## src/core_pkg.sv

```systemverilog
// Shared types and constants for the 8-bit core decoder/sequencer.
// Assumes one clock domain and a memory answering from a registered address.
package core_pkg;
  // ==========================================================
  // Sequencer states, modes and groups
  typedef enum logic [2:0] {S_FETCH, S_OPER1, S_OPER2, S_READ, S_WRITE} state_e;
  typedef enum logic [2:0] {M_INH, M_IMM, M_DIR, M_EXT, M_IX, M_IX1, M_IX2, M_REL} mode_e;
  typedef enum logic [2:0] {G_REGMEM, G_RMW, G_JUMP, G_BIT, G_CTRL} group_e;
  typedef struct packed {group_e group; mode_e mode; logic [3:0] op;} dec_s;
  typedef struct packed {logic [15:0] addr; logic [7:0] wdata; logic we;} mem_req_s;
  typedef struct packed {logic [7:0] res; logic carry; logic setc; logic [1:0] dst;} alu_s;
  // ==========================================================
  // Counts and reset values
  localparam int INSN_COUNT = 62;
  localparam logic [15:0] PC_RESET = 16'h0000;
  localparam logic [7:0] BYTE_ZERO = 8'h00;
  localparam logic [15:0] PC_STEP = 16'h0001;
  localparam logic [1:0] DST_NONE = 2'h0;
  localparam logic [1:0] DST_A = 2'h1;
  localparam logic [1:0] DST_X = 2'h2;
  // ==========================================================
  // Opcodes and low-nibble operations
  localparam logic [7:0] OPC_MULTIPLY = 8'h42;
  localparam logic [7:0] OPC_TAX = 8'h97;
  localparam logic [7:0] OPC_CLC = 8'h98;
  localparam logic [7:0] OPC_SEC = 8'h99;
  localparam logic [7:0] OPC_TXA = 8'h9F;
  localparam logic [3:0] OP_SUB = 4'h0, OP_CMP = 4'h1, OP_SBC = 4'h2, OP_CPX = 4'h3;
  localparam logic [3:0] OP_AND = 4'h4, OP_BIT = 4'h5, OP_LDA = 4'h6, OP_STA = 4'h7;
  localparam logic [3:0] OP_EOR = 4'h8, OP_ADC = 4'h9, OP_ORA = 4'hA, OP_ADD = 4'hB;
  localparam logic [3:0] OP_JMP = 4'hC, OP_JSR = 4'hD, OP_LDX = 4'hE, OP_STX = 4'hF;
  localparam logic [3:0] OP_NEG = 4'h0, OP_COM = 4'h3, OP_LSR = 4'h4, OP_ROR = 4'h6;
  localparam logic [3:0] OP_ASR = 4'h7, OP_LSL = 4'h8, OP_ROL = 4'h9, OP_DEC = 4'hA;
  localparam logic [3:0] OP_INC = 4'hC, OP_TEST_NZ = 4'hD, OP_CLR = 4'hF;
endpackage : core_pkg

```

## src/addressing_mode_decoder.sv

```systemverilog
// Instruction fetch, addressing-mode decode and execute sequencer of an 8-bit core.
// Assumes mem_rdata shows the byte at mem_req.addr in the same cycle.
// Function
// - The core runs a 62-instruction set where each instruction uses one of eight modes.
// - Unsigned multiply puts the high product byte in X and the low byte in A.
// - Inherent instructions are one byte with no operand address and act on core state.
// - Immediate instructions are two bytes, the literal combined with A or X.
// - Direct instructions are two bytes with the operand high address byte zero.
// - Extended instructions are three bytes giving a full address high byte first.
// - Indexed with no offset is one byte and addresses X with a zero high byte.
// - Indexed 8-bit offset is two bytes and adds X and the offset keeping the ninth bit.
// - Indexed 16-bit offset is three bytes and adds X to a high-first 16-bit offset.
// - Relative branches add the sign-extended offset to the next address when taken.
// - Every opcode is classed as register/memory, read-modify-write, jump, bit or control.
// - Register/memory instructions pair A or X with a memory operand at the address.
// - Register/memory provides add, logic, test, compare, load, store, subtract, multiply.
// - Read-modify-write reads a location, modifies it and writes it back to the same place.
// - The negative-or-zero test reads and sets flags but never writes back.
`timescale 1ns/1ps
module addressing_mode_decoder
  import core_pkg::*;
(
  // Clock and reset
  input wire logic clk,
  input wire logic reset_n,
  // Memory port
  output mem_req_s mem_req,
  input wire logic [7:0] mem_rdata,
  // Core state
  output logic [15:0] pc_q,
  output logic [7:0] acc_q,
  output logic [7:0] idx_q,
  output logic [2:0] nzc_q,
  output dec_s dec_q,
  output logic insn_done_q
);
  // ==========================================================
  // Decode and arithmetic
  function automatic dec_s decode(input logic [7:0] opc);
    dec_s d;
    d.op = opc[3:0];
    d.mode = M_INH;
    d.group = G_CTRL;
    unique case (opc[7:4])
      4'h0: d.group = G_BIT;
      4'h1: begin d.group = G_BIT; d.mode = M_DIR; end
      4'h2: begin d.group = G_JUMP; d.mode = M_REL; end
      4'h3: begin d.group = G_RMW; d.mode = M_DIR; end
      4'h4, 4'h5: d.group = (opc == OPC_MULTIPLY) ? G_REGMEM : G_RMW;
      4'h6: begin d.group = G_RMW; d.mode = M_IX1; end
      4'h7: begin d.group = G_RMW; d.mode = M_IX; end
      4'h8, 4'h9: d.group = G_CTRL;
      default: begin
        d.group = (opc[3:1] == 3'h6) ? G_JUMP : G_REGMEM;
        unique case (opc[7:4])
          4'hA: d.mode = M_IMM;
          4'hB: d.mode = M_DIR;
          4'hC: d.mode = M_EXT;
          4'hD: d.mode = M_IX2;
          4'hE: d.mode = M_IX1;
          default: d.mode = M_IX;
        endcase
      end
    endcase
    return d;
  endfunction : decode

  function automatic alu_s regmem_alu(input logic [3:0] op, input logic [7:0] a,
                                      input logic [7:0] x, input logic [7:0] m,
                                      input logic c);
    alu_s r;
    logic [8:0] s;
    s = {1'b0, a} - {1'b0, m};
    r = '{res: s[7:0], carry: s[8], setc: 1'b1, dst: DST_NONE};
    unique case (op)
      OP_SUB: r.dst = DST_A;
      OP_SBC: begin s = {1'b0, a} - {1'b0, m} - {8'h00, c}; r.res = s[7:0];
        r.carry = s[8]; r.dst = DST_A; end
      OP_CPX: begin s = {1'b0, x} - {1'b0, m}; r.res = s[7:0]; r.carry = s[8]; end
      OP_ADD, OP_ADC: begin s = {1'b0, a} + {1'b0, m} + {8'h00, c & (op == OP_ADC)};
        r.res = s[7:0]; r.carry = s[8]; r.dst = DST_A; end
      OP_CMP: r.setc = 1'b1;
      default: begin
        r.setc = 1'b0;
        unique case (op)
          OP_AND: begin r.res = a & m; r.dst = DST_A; end
          OP_BIT: r.res = a & m;
          OP_LDA: begin r.res = m; r.dst = DST_A; end
          OP_EOR: begin r.res = a ^ m; r.dst = DST_A; end
          OP_ORA: begin r.res = a | m; r.dst = DST_A; end
          OP_LDX: begin r.res = m; r.dst = DST_X; end
          OP_STX: r.res = x;
          default: r.res = a;
        endcase
      end
    endcase
    return r;
  endfunction : regmem_alu

  // dst != DST_NONE means a value to write back
  function automatic alu_s rmw_alu(input logic [3:0] op, input logic [7:0] v,
                                   input logic c);
    alu_s r;
    r = '{res: v, carry: c, setc: 1'b1, dst: DST_A};
    unique case (op)
      OP_NEG: begin r.res = 8'h00 - v; r.carry = (v != 8'h00); end
      OP_COM: begin r.res = ~v; r.carry = 1'b1; end
      OP_LSR: begin r.res = {1'b0, v[7:1]}; r.carry = v[0]; end
      OP_ROR: begin r.res = {c, v[7:1]}; r.carry = v[0]; end
      OP_ASR: begin r.res = {v[7], v[7:1]}; r.carry = v[0]; end
      OP_LSL: begin r.res = {v[6:0], 1'b0}; r.carry = v[7]; end
      OP_ROL: begin r.res = {v[6:0], c}; r.carry = v[7]; end
      OP_DEC: begin r.res = v - 8'h01; r.setc = 1'b0; end
      OP_INC: begin r.res = v + 8'h01; r.setc = 1'b0; end
      OP_TEST_NZ: begin r.setc = 1'b0; r.dst = DST_NONE; end
      OP_CLR: begin r.res = 8'h00; r.carry = 1'b0; end
      default: begin r.setc = 1'b0; r.dst = DST_NONE; end
    endcase
    return r;
  endfunction : rmw_alu

  function automatic logic branch_cond(input logic [3:0] op, input logic [2:0] f);
    logic t;
    unique case (op[3:1])
      3'h0: t = 1'b1;
      3'h1: t = ~(f[0] | f[1]);
      3'h2: t = ~f[0];
      3'h3: t = ~f[1];
      3'h5: t = ~f[2];
      default: t = 1'b0; // Half-carry, mask and pin tests not modelled
    endcase
    return t ^ op[0];
  endfunction : branch_cond

  // ==========================================================
  // Sequencer
  state_e state_q, state_d;
  mem_req_s req_q, req_d;
  logic [15:0] pc_d, ea_n;
  logic [7:0] acc_d, idx_d, opnd_q, opnd_d;
  logic [2:0] nzc_d;
  dec_s dec_d;
  logic done_d, mem_go;
  alu_s r;

  always_comb begin
    state_d = state_q;
    req_d = req_q;
    req_d.we = 1'b0;
    pc_d = pc_q;
    acc_d = acc_q;
    idx_d = idx_q;
    nzc_d = nzc_q;
    dec_d = dec_q;
    opnd_d = opnd_q;
    done_d = 1'b0;
    mem_go = 1'b0;
    ea_n = req_q.addr;
    r = '{res: 8'h00, carry: 1'b0, setc: 1'b0, dst: DST_NONE};
    unique case (state_q)
      S_FETCH: begin
        dec_d = decode(mem_rdata);
        pc_d = pc_q + PC_STEP;
        req_d.addr = pc_d;
        state_d = S_OPER1;
        if (dec_d.mode == M_IX) begin
          ea_n = {BYTE_ZERO, idx_q};
          mem_go = 1'b1;
        end else if (dec_d.mode == M_INH) begin
          state_d = S_FETCH;
          done_d = 1'b1;
          if (mem_rdata == OPC_MULTIPLY) begin
            {idx_d, acc_d} = acc_q * idx_q;
            nzc_d[0] = 1'b0;
          end else if (dec_d.group == G_RMW) begin
            r = rmw_alu(dec_d.op, mem_rdata[4] ? idx_q : acc_q, nzc_q[0]);
            if (r.dst != DST_NONE && mem_rdata[4]) idx_d = r.res;
            if (r.dst != DST_NONE && !mem_rdata[4]) acc_d = r.res;
            nzc_d = {r.res[7], r.res == 8'h00, r.setc ? r.carry : nzc_q[0]};
          end else begin
            unique case (mem_rdata)
              OPC_TAX: idx_d = acc_q;
              OPC_TXA: acc_d = idx_q;
              OPC_CLC: nzc_d[0] = 1'b0;
              OPC_SEC: nzc_d[0] = 1'b1;
              default: ;
            endcase
          end
        end
      end
      S_OPER1: begin
        opnd_d = mem_rdata;
        pc_d = pc_q + PC_STEP;
        req_d.addr = pc_d;
        state_d = S_FETCH;
        unique case (dec_q.mode)
          M_IMM: begin
            done_d = 1'b1;
            r = regmem_alu(dec_q.op, acc_q, idx_q, mem_rdata, nzc_q[0]);
          end
          M_DIR: begin ea_n = {BYTE_ZERO, mem_rdata}; mem_go = 1'b1; end
          M_IX1: begin
            ea_n = {7'h00, {1'b0, idx_q} + {1'b0, mem_rdata}};
            mem_go = 1'b1;
          end
          M_REL: begin
            done_d = 1'b1;
            if (branch_cond(dec_q.op, nzc_q)) begin
              pc_d = pc_q + PC_STEP + {{8{mem_rdata[7]}}, mem_rdata};
            end
            req_d.addr = pc_d;
          end
          default: state_d = S_OPER2;
        endcase
      end
      S_OPER2: begin
        pc_d = pc_q + PC_STEP;
        req_d.addr = pc_d;
        ea_n = {opnd_q, mem_rdata};
        if (dec_q.mode == M_IX2) ea_n = {opnd_q, mem_rdata} + {BYTE_ZERO, idx_q};
        mem_go = 1'b1;
      end
      S_READ: begin
        state_d = S_FETCH;
        req_d.addr = pc_q;
        done_d = 1'b1;
        if (dec_q.group == G_REGMEM) begin
          r = regmem_alu(dec_q.op, acc_q, idx_q, mem_rdata, nzc_q[0]);
        end else begin
          r = rmw_alu(dec_q.op, mem_rdata, nzc_q[0]);
          if (dec_q.group == G_BIT) begin
            r.res = mem_rdata;
            r.res[dec_q.op[3:1]] = ~dec_q.op[0];
            r.setc = 1'b0;
            r.dst = DST_A;
          end
          if (r.dst != DST_NONE) begin
            state_d = S_WRITE;
            req_d = '{addr: req_q.addr, wdata: r.res, we: 1'b1};
            done_d = 1'b0;
          end
          r.dst = DST_NONE;
        end
      end
      S_WRITE: begin
        state_d = S_FETCH;
        req_d.addr = pc_q;
        done_d = 1'b1;
      end
      default: state_d = S_FETCH;
    endcase
    if (state_q inside {S_OPER1, S_READ} && dec_q.mode != M_REL && dec_q.group != G_BIT) begin
      if (r.dst == DST_A) acc_d = r.res;
      if (r.dst == DST_X) idx_d = r.res;
      if (done_d) nzc_d = {r.res[7], r.res == 8'h00, r.setc ? r.carry : nzc_q[0]};
    end
    // Stores skip the read so that write-only locations are never sampled
    if (mem_go) begin
      req_d.addr = ea_n;
      state_d = S_READ;
      if (dec_d.group == G_REGMEM && dec_d.op inside {OP_STA, OP_STX}) begin
        state_d = S_WRITE;
        req_d.we = 1'b1;
        req_d.wdata = dec_d.op[3] ? idx_q : acc_q;
        nzc_d[2:1] = {req_d.wdata[7], req_d.wdata == 8'h00};
      end else if (dec_d.group == G_JUMP) begin
        state_d = S_FETCH;
        done_d = 1'b1;
        if (dec_d.op == OP_JMP) pc_d = ea_n;
        req_d.addr = pc_d;
      end
    end
  end

  always_ff @(posedge clk or negedge reset_n) begin
    if (!reset_n) begin
      state_q <= S_FETCH;
      req_q <= '{addr: PC_RESET, wdata: 8'h00, we: 1'b0};
      pc_q <= PC_RESET;
      acc_q <= 8'h00;
      idx_q <= 8'h00;
      nzc_q <= 3'h0;
      dec_q <= '{group: G_CTRL, mode: M_INH, op: 4'h0};
      opnd_q <= 8'h00;
      insn_done_q <= 1'b0;
    end else begin
      state_q <= state_d;
      req_q <= req_d;
      pc_q <= pc_d;
      acc_q <= acc_d;
      idx_q <= idx_d;
      nzc_q <= nzc_d;
      dec_q <= dec_d;
      opnd_q <= opnd_d;
      insn_done_q <= done_d;
    end
  end

  assign mem_req = req_q;

  // ==========================================================
  // Checks
  property p_multiply;
    @(posedge clk) disable iff (!reset_n)
      (state_q == S_FETCH && mem_rdata == OPC_MULTIPLY) |=>
        ({idx_q, acc_q} == $past(acc_q) * $past(idx_q));
  endproperty
  a_multiply: assert property (p_multiply) else $error("multiply product misplaced");
  property p_inh;
    @(posedge clk) disable iff (!reset_n)
      (state_q == S_FETCH && dec_d.mode == M_INH) |=>
        (state_q == S_FETCH && pc_q == $past(pc_q) + 16'h0001 && insn_done_q);
  endproperty
  a_inh: assert property (p_inh) else $error("inherent length wrong");
  property p_imm;
    @(posedge clk) disable iff (!reset_n)
      (state_q == S_FETCH && dec_d.mode == M_IMM) |=>
        (state_q == S_OPER1) ##1 (state_q == S_FETCH && pc_q == $past(pc_q, 2) + 16'h0002);
  endproperty
  a_imm: assert property (p_imm) else $error("immediate length wrong");
  property p_dir;
    @(posedge clk) disable iff (!reset_n)
      (state_q == S_OPER1 && dec_q.mode == M_DIR) |=> (mem_req.addr == {8'h00, $past(mem_rdata)});
  endproperty
  a_dir: assert property (p_dir) else $error("direct address wrong");
  property p_ext;
    @(posedge clk) disable iff (!reset_n)
      (state_q == S_OPER2 && dec_q.mode == M_EXT) |=>
        (mem_req.addr == {$past(opnd_q), $past(mem_rdata)});
  endproperty
  a_ext: assert property (p_ext) else $error("extended address wrong");
  property p_ix;
    @(posedge clk) disable iff (!reset_n)
      (state_q == S_FETCH && dec_d.mode == M_IX) |=>
        (mem_req.addr == {8'h00, $past(idx_q)} && state_q != S_OPER1);
  endproperty
  a_ix: assert property (p_ix) else $error("indexed address wrong");
  property p_ix1;
    @(posedge clk) disable iff (!reset_n)
      (state_q == S_OPER1 && dec_q.mode == M_IX1) |=>
        (mem_req.addr == 16'($past(idx_q)) + 16'($past(mem_rdata)));
  endproperty
  a_ix1: assert property (p_ix1) else $error("8-bit offset address wrong");
  property p_ix2;
    @(posedge clk) disable iff (!reset_n)
      (state_q == S_OPER2 && dec_q.mode == M_IX2) |=>
        (mem_req.addr == 16'({$past(opnd_q), $past(mem_rdata)} + 16'($past(idx_q))));
  endproperty
  a_ix2: assert property (p_ix2) else $error("16-bit offset address wrong");
  property p_bra;
    @(posedge clk) disable iff (!reset_n)
      (state_q == S_OPER1 && dec_q.mode == M_REL && dec_q.op == 4'h0) |=>
        (pc_q == 16'($past(pc_q) + 16'h0001 + {{8{$past(mem_rdata[7])}}, $past(mem_rdata)}));
  endproperty
  a_bra: assert property (p_bra) else $error("branch target wrong");
  property p_test_nz;
    @(posedge clk) disable iff (!reset_n)
      (state_q == S_READ && dec_q.group == G_RMW && dec_q.op == OP_TEST_NZ) |=>
        (!mem_req.we && state_q == S_FETCH);
  endproperty
  a_test_nz: assert property (p_test_nz) else $error("test wrote back");
  property p_rmw;
    @(posedge clk) disable iff (!reset_n)
      (state_q == S_READ && dec_q.group == G_RMW && dec_q.op == OP_INC) |=>
        (mem_req.we && mem_req.addr == $past(mem_req.addr)
         && mem_req.wdata == 8'($past(mem_rdata) + 8'h01)) ##1 (state_q == S_FETCH);
  endproperty
  a_rmw: assert property (p_rmw) else $error("write-back wrong");
endmodule : addressing_mode_decoder

```

## config.mk

```make
export PLATFORM = sky130hd
export DESIGN_NAME = addressing_mode_decoder
export DESIGN_NICKNAME = d
export VERILOG_FILES = /design/src/core_pkg.sv /design/src/addressing_mode_decoder.sv
export SDC_FILE = /design/constraint.sdc
export NUM_CORES = 1
export LEC_CHECK = 0
export ABC_AREA = 1
export BUFFER_PORTS_ARGS = -buffer_cell sky130_fd_sc_hd__buf_2
export CORE_MARGIN = 4
export CORE_UTILIZATION = 30
export DETAILED_ROUTE_END_ITERATION = 10
export GPL_TIMING_DRIVEN = 0
export PLACE_DENSITY = 0.43
export SLEW_MARGIN = 20
export SYNTH_ARGS = -nofsm -noshare
export SYNTH_HDL_FRONTEND = slang
export SYNTH_SLANG_ARGS = --single-unit
```

## constraint.sdc

```tcl
create_clock -name clk -period 13.86 [get_ports clk]
set_input_delay 2.079 -clock clk [delete_from_list [all_inputs] [get_ports clk]]
set_output_delay 2.079 -clock clk [all_outputs]
set_load 0.03 [all_outputs]
```

==> impl_metrics.toml, run 1 <==
[clocking]
cts.sinks = 82
cts_hold_buf = 0
cts_buffers = 9
cts_max_level = 3
clock_latency_ns = 0.37
root_buffer = "clkbuf_16"
cts_tree = "done"
clk_pin_slew_ns = 0.07
ctsResizeCount = 0
clock_tree.buffer_depth = 2
cts_setup_buffers = 0

[critical_path]
rr_endpoint = "idx_q[6]"
path_max_fanout = 17
r2r-start = "acc_q[2]"
rrSetupSlack_ns = 7.99
startpoint_type = "input pin"
cp.required_ns = 14.12
cp.arrival_ns = 6.82
end_kind = "flip-flop"
worst-r2r-cell-count = 25
path_class = "input pin to flip-flop"

[cells_and_area]
n_antenna_cell = 0
layout-drive-gt1-share_pct = 9.02
nets = 2711
area_delta_synth_final_pct = 10.8

[floorplanning]
die_h_um = 228
core_area_mm2 = 0.0477
ios = 81
fp-row-count = 80
die_x_um = 228
die_area_mm2 = 0.0518
start_util_pct = 30.3

[detailed_routing]
vias_per_cell = 5.39
drt_first_pass_iters = 7
postRouteAntennaNets = 0
post_drt_wl_per_cell_um = 22.9
drt_iter0_drc = 1468
drc = 0
dr_total_vias = 17100
drt_wl_total_um = 72700

[sta]
worst_pin_slew_ns = 1.11
final-setup-viol-count = 0
finalCriticalPeriod_ns = 6.56
slew_viol_final = 0
skew_ns = 0.0169
report.final.hold_viol_count = 0
fmax_mhz = 152
tns_ns = 0
min_period_over_period_pct = 47.4
rsz0062_at_grt = "false"
maxSlewHeadroom_pct = 25.2

[job]
drv_cap = 0

[global_routing]
track_usage_pct = 27.7
grt_pass1_vias = 16700
antenna_found_initial = 0
overflow = 0
grt_first_pass_wirelength_um = 107000
grt_max_degree = 56

[pwr]
p_total_mw = 4.47
p_per_area_mw_per_mm2 = 279
ir_drop_v = 0.0000934
leakage_nw = 8.60

[outcome]
status = "finished clean"

[yosys]
ys_types = 64
yosysSeqAreaShare_pct = 14.2
syn_area_mm2 = 0.0145
ys_warn_count = 0
yosysMostFrequentCell = "nand2_1"
synth_area_leaders = "nand2_1 (18%), dfrtp_1 (14%), ha_1 (9.6%)"
synthDominantAreaCellType = "nand2_1"
synth.net_count = 2619
synth_cells = 2454
synthTopCellsByCount = "nand2_1 (695), inv_1 (337), nor2_1 (230), nand3_1 (214), a21oi_1 (184)"
avgSynthCellArea_um2 = 5.90
synth_edf_count = 0
ys.flop_type = "dfrtp_1"
ys_ff_latch = 82
async_flop_share_pct = 100
synth_top_area_share_pct = 18.0

[worst_hold_path]
hp-start = "opnd_q[7]"
min_to = "opnd_q[7]"
min_path_type = "flip-flop to flip-flop"
hold_depth = 2

[placed_design]
port_buffers = 80
gp_congestion = 0.971
hpwl_um = 58600
-- worst max-delay path, cell delays in order --
cell,delay [ns]
buf_2,0.47
clkinv_1,1.01
ha_1,0.55
buf_2,0.18
nand3_2,0.22
ha_1,0.35
a21oi_1,0.25
o211ai_1,0.15
or2_2,0.30
nand3_1,0.08
nand4_1,0.33
nand2_1,0.16
nand3_1,0.29
o21ai_0,0.30
inv_1,0.06
-- per-stage QoR --
stage / area (um2) / setup WS (ns) / hold WS (ns) / std cells / util [%]
after global placement: 15600 / 6.88 / 0.505 / 3149 / 32.7
after floorplan: 14500 / 9.10 / 0.469 / 2454 / -
after CTS: 16000 / 7.25 / 0.527 / 3166 / 33.6
final: 16000 / 7.30 / 0.532 / 3166 / 33.6
after global routing: 16000 / 7.00 / 0.572 / 3166 / 33.6
after detailed placement: 15700 / 6.88 / 0.510 / 3150 / 32.8
-- area by class of cell --
cell class,instances,area (um2)
Fill cell,5401,31700
Multi-Input combinational cell,1929,10600
Sequential cell,82,2050
Inverter,361,1360
Tap cell,615,769
Buffer,82,447
Timing Repair Buffer,81,434
Clock buffer,11,243
Clock inverter,5,110
-- cell usage in the layout, fill, tap and decap left out, types with 13 or more instances in the layout --
| cell | Yosys | final |
|---|---|---|
| nor2_2 | 13 | 13 |
| inv_1 | 337 | 337 |
| inv_2 | 19 | 19 |
| dfrtp_1 | 81 | 81 |
| o211ai_1 | 19 | 19 |
| ha_1 | 111 | 111 |
| fa_1 | 44 | 44 |
| a21oi_1 | 184 | 184 |
| nand2_1 | 695 | 695 |
| nor3_1 | 18 | 18 |
| buf_2 | 30 | 109 |
| o21ai_1 | 23 | 23 |
| clkbuf_1 | 33 | 34 |
| xor2_1 | 14 | 14 |
| o21ai_0 | 173 | 173 |
| nand4_1 | 31 | 31 |
| nand3_1 | 214 | 214 |
| o22ai_1 | 23 | 23 |
| or2_2 | 13 | 13 |
| nor2_1 | 230 | 230 |
-- worst max path at each step --
| stage | startpoint | to | slack [ns] | depth (start not counted) |
|---|---|---|---|---|
| CTS | mem_rdata[1] | nzc_q[1] | 7.25 | 23 |
| finish | mem_rdata[1] | acc_q[5] | 7.30 | 15 |
| detailed placement | mem_rdata[1] | nzc_q[1] | 6.88 | 23 |
| floorplan | mem_rdata[1] | nzc_q[1] | 9.10 | 22 |
| global route | mem_rdata[1] | nzc_q[1] | 7.00 | 23 |
| global placement | mem_rdata[1] | acc_q[5] | 6.88 | 15 |
-- power by group --
group          internal, mW  switching, mW  leakage, nW
sequential            0.366          0.217         1.02
combinational          1.05           2.53         7.41
clock                 0.183          0.121        0.172
total                  1.60           2.87         8.60
-- metal layers --
layer  part of all wire (%)  GRT usage, %  up-vias
li1                       -             -     8208
met1                     40          32.7     8039
met2                     49          49.8      654
met3                    5.1          2.57      176
met4                    6.3          14.6        0
met5                      0             0        -
-- cell families (layout without fill, tap and decap cells) --
group | count (synthesis) | after routing | synth area share [%]
adder cells (fa/ha/maj) | 155 | 155 | 15.7
XOR/XNOR | 26 | 26 | 1.57
flip-flops | 82 | 82 | 14.2
AO/OA/AOI/OAI | 498 | 498 | 19.5
buffers and inverters | 443 | 540 | 12.5
AND/OR/NAND/NOR | 1250 | 1250 | 36.6
-- registers in the layout (all words and copies together), names as in the netlist --
signal	cells
nzc_q	3
idx_q	8
pc_q	16
opnd_q	8
dec_q	10
mem_req	25
acc_q	8
insn_done_q	1
state_q	3
(Power assumes the default switching activity.)
==> run 2, diff against run 1 <==
--- a/config.mk
+++ b/config.mk
@@ -11,7 +11,7 @@
 export CORE_UTILIZATION = 30
 export DETAILED_ROUTE_END_ITERATION = 10
 export GPL_TIMING_DRIVEN = 0
-export PLACE_DENSITY = 0.43
+export PLACE_DENSITY = 0.45
 export SLEW_MARGIN = 20
 export SYNTH_ARGS = -nofsm -noshare
 export SYNTH_HDL_FRONTEND = slang
==> constraint.sdc (replaced) <==
create_clock -name clk -period 5.3 [get_ports clk]
set_input_delay 0.795 -clock clk [delete_from_list [all_inputs] [get_ports clk]]
set_output_delay 0.795 -clock clk [all_outputs]
set_load 0.03 [all_outputs]
==> impl_metrics.toml, run 2 (same netlist as run 1, synthesis figures left out) <==
[sta]
min_period_over_period_pct = 95.5
fmax_mhz = 198
rsz0062_at_grt = "false"
worst_pin_slew_ns = 1.26
report.final.hold_viol_count = 0
maxSlewHeadroom_pct = 15.2
final-setup-viol-count = 0
slew_viol_final = 0
finalCriticalPeriod_ns = 5.06
tns_ns = 0
skew_ns = 0.0236

[cells_and_area]
regArea_mm2 = 0.00207
layout-drive-gt1-share_pct = 10.5
final_cell_count_no_fill = 3179
final_common_cell = "nand2_1"
largest_register_ffs = 25
area_delta_synth_final_pct = 11.4
nets = 2723
final_cell_mix = "nand2_1 (695), inv_1 (337), nor2_1 (230)"
num-fill-cells = 5451
multi_input_area_mm2 = 0.0106

[clocking]
root_buffer = "clkbuf_16"
cts_tree = "done"
cts.sinks = 82
clk_pin_slew_ns = 0.07
cts_max_level = 3
clock_latency_ns = 0.37
cts_buffers = 9
clock_tree.buffer_depth = 2

[global_routing]
antenna_found_initial = 0
grt_pass1_vias = 16800
grtUsageMet2_pct = 49.4
overflow = 0
track_usage_pct = 27.4
met3_usage_pct = 2.76
use_met1_pct = 32.3
busiest_layer = "met2"
grt_max_degree = 64
grt_first_pass_wirelength_um = 107000

[detailed_routing]
post_drt_wl_per_cell_um = 22.6
drt_wl_total_um = 71800
vias_per_cell = 5.43
drt_iter0_drc = 1502
drc = 0
postRouteAntennaNets = 0
dr_total_vias = 17300
drt_first_pass_iters = 6

[placed_design]
placed_cells = 3150
port_buffers = 80
hpwl_um = 57600
gp_congestion = 0.965

[floorplanning]
die_area_mm2 = 0.0518
die_h_um = 228
die_x_um = 228
start_util_pct = 30.3
ios = 81
core_area_mm2 = 0.0477
fp-row-count = 80

[pwr]
ir_drop_v = 0.000279
leakage_nw = 8.65
p_per_area_mw_per_mm2 = 723

[worst_hold_path]
min_path_type = "input pin to async pin"

[critical_path]
cp.required_ns = 5.55
rrSetupSlack_ns = 0.32
end_kind = "flip-flop"
startpoint_type = "input pin"
path_max_fanout = 12
cp.arrival_ns = 5.32
path_class = "input pin to flip-flop"

[outcome]
status = "finished clean"

[job]
drv_cap = 0
[run 2: changes by cell type in the layout (fill, tap and decap cells not counted), moves of 2 or more]
cell and change:
dfrtp_4 +2, dfrtp_1 -13, buf_4 +21, buf_6 +2, clkbuf_1 -11, clkinv_2 +3, dfrtp_2 +11, clkbuf_4 +2
bufinv_16 -3
[run 2: worst paths after layout]
kind,from,endpoint,cells after the start
setup / recovery,mem_rdata[4],acc_q[5],17
hold reg to reg,opnd_q[7],opnd_q[7],2
max in group asynchronous,reset_n,idx_q[5],2
hold / removal,reset_n,pc_q[2],1
setup reg to reg,acc_q[5],idx_q[5],19
min in group clk,opnd_q[7],opnd_q[7],2
[run 2: what timing repair did]
item / CTS / global route
setup endpoints to repair: 9 / 2
setup buffers: 0 / 16
resized for setup: 25 / 27
hold buffers: 0 / 0
[run 2: report_power, final]
part | internal [mW] | switching (mW)
combinational | 2.85 | 6.65
clock | 0.320 | 0.314
sequential | 0.971 | 0.540
total | 4.14 | 7.50
[run 2: critical path, cell delays in order]
cell and delay, ns:
buf_2 0.26, buf_6 0.23, inv_2 0.12, buf_2 0.30
ha_1 0.34, nor2_1 0.68, inv_1 0.24, ha_1 0.42
a21oi_1 0.20, o211ai_1 0.17, or2_2 0.30, nand3_1 0.08
nand4_1 0.33, nand2_1 0.17, nand3_1 0.27, o21ai_0 0.31
inv_1 0.06
[run 2: per-layer routing]
layer	vias up	share of wire [%]
met5	-	0
met3	161	5.3
li1	8225	-
met1	8224	39
met2	655	50
met4	0	5.8
[run 2: per-stage QoR]
stage / utilization (%) / area (um2) / total power [mW] / setup slack (ns) / hold WS, ns
floorplan: - / 14500 / 7.62 / 0.568 / 0.469
global placement: 32.7 / 15600 / 10.8 / -0.585 / 0.503
detailed placement: 32.8 / 15700 / 10.8 / -0.587 / 0.504
CTS: 33.4 / 16000 / 11.5 / 0.00408 / 0.267
global route: 33.7 / 16100 / 12.7 / 0.00448 / 0.277
finish: 33.7 / 16100 / 11.6 / 0.237 / 0.268
[run 2: final cells by class]
class / count / share of cell area, %
clock buffers: 12 / 1.47
clock inverters: 4 / 0.163
multi-input cells: 1929 / 65.9
well taps: 615 / 4.78
flip-flops and latches: 82 / 12.9
diodes: 1 / 0.0155
repair buffers: 97 / 3.44
inverters: 361 / 8.43
plain buffers: 78 / 2.94
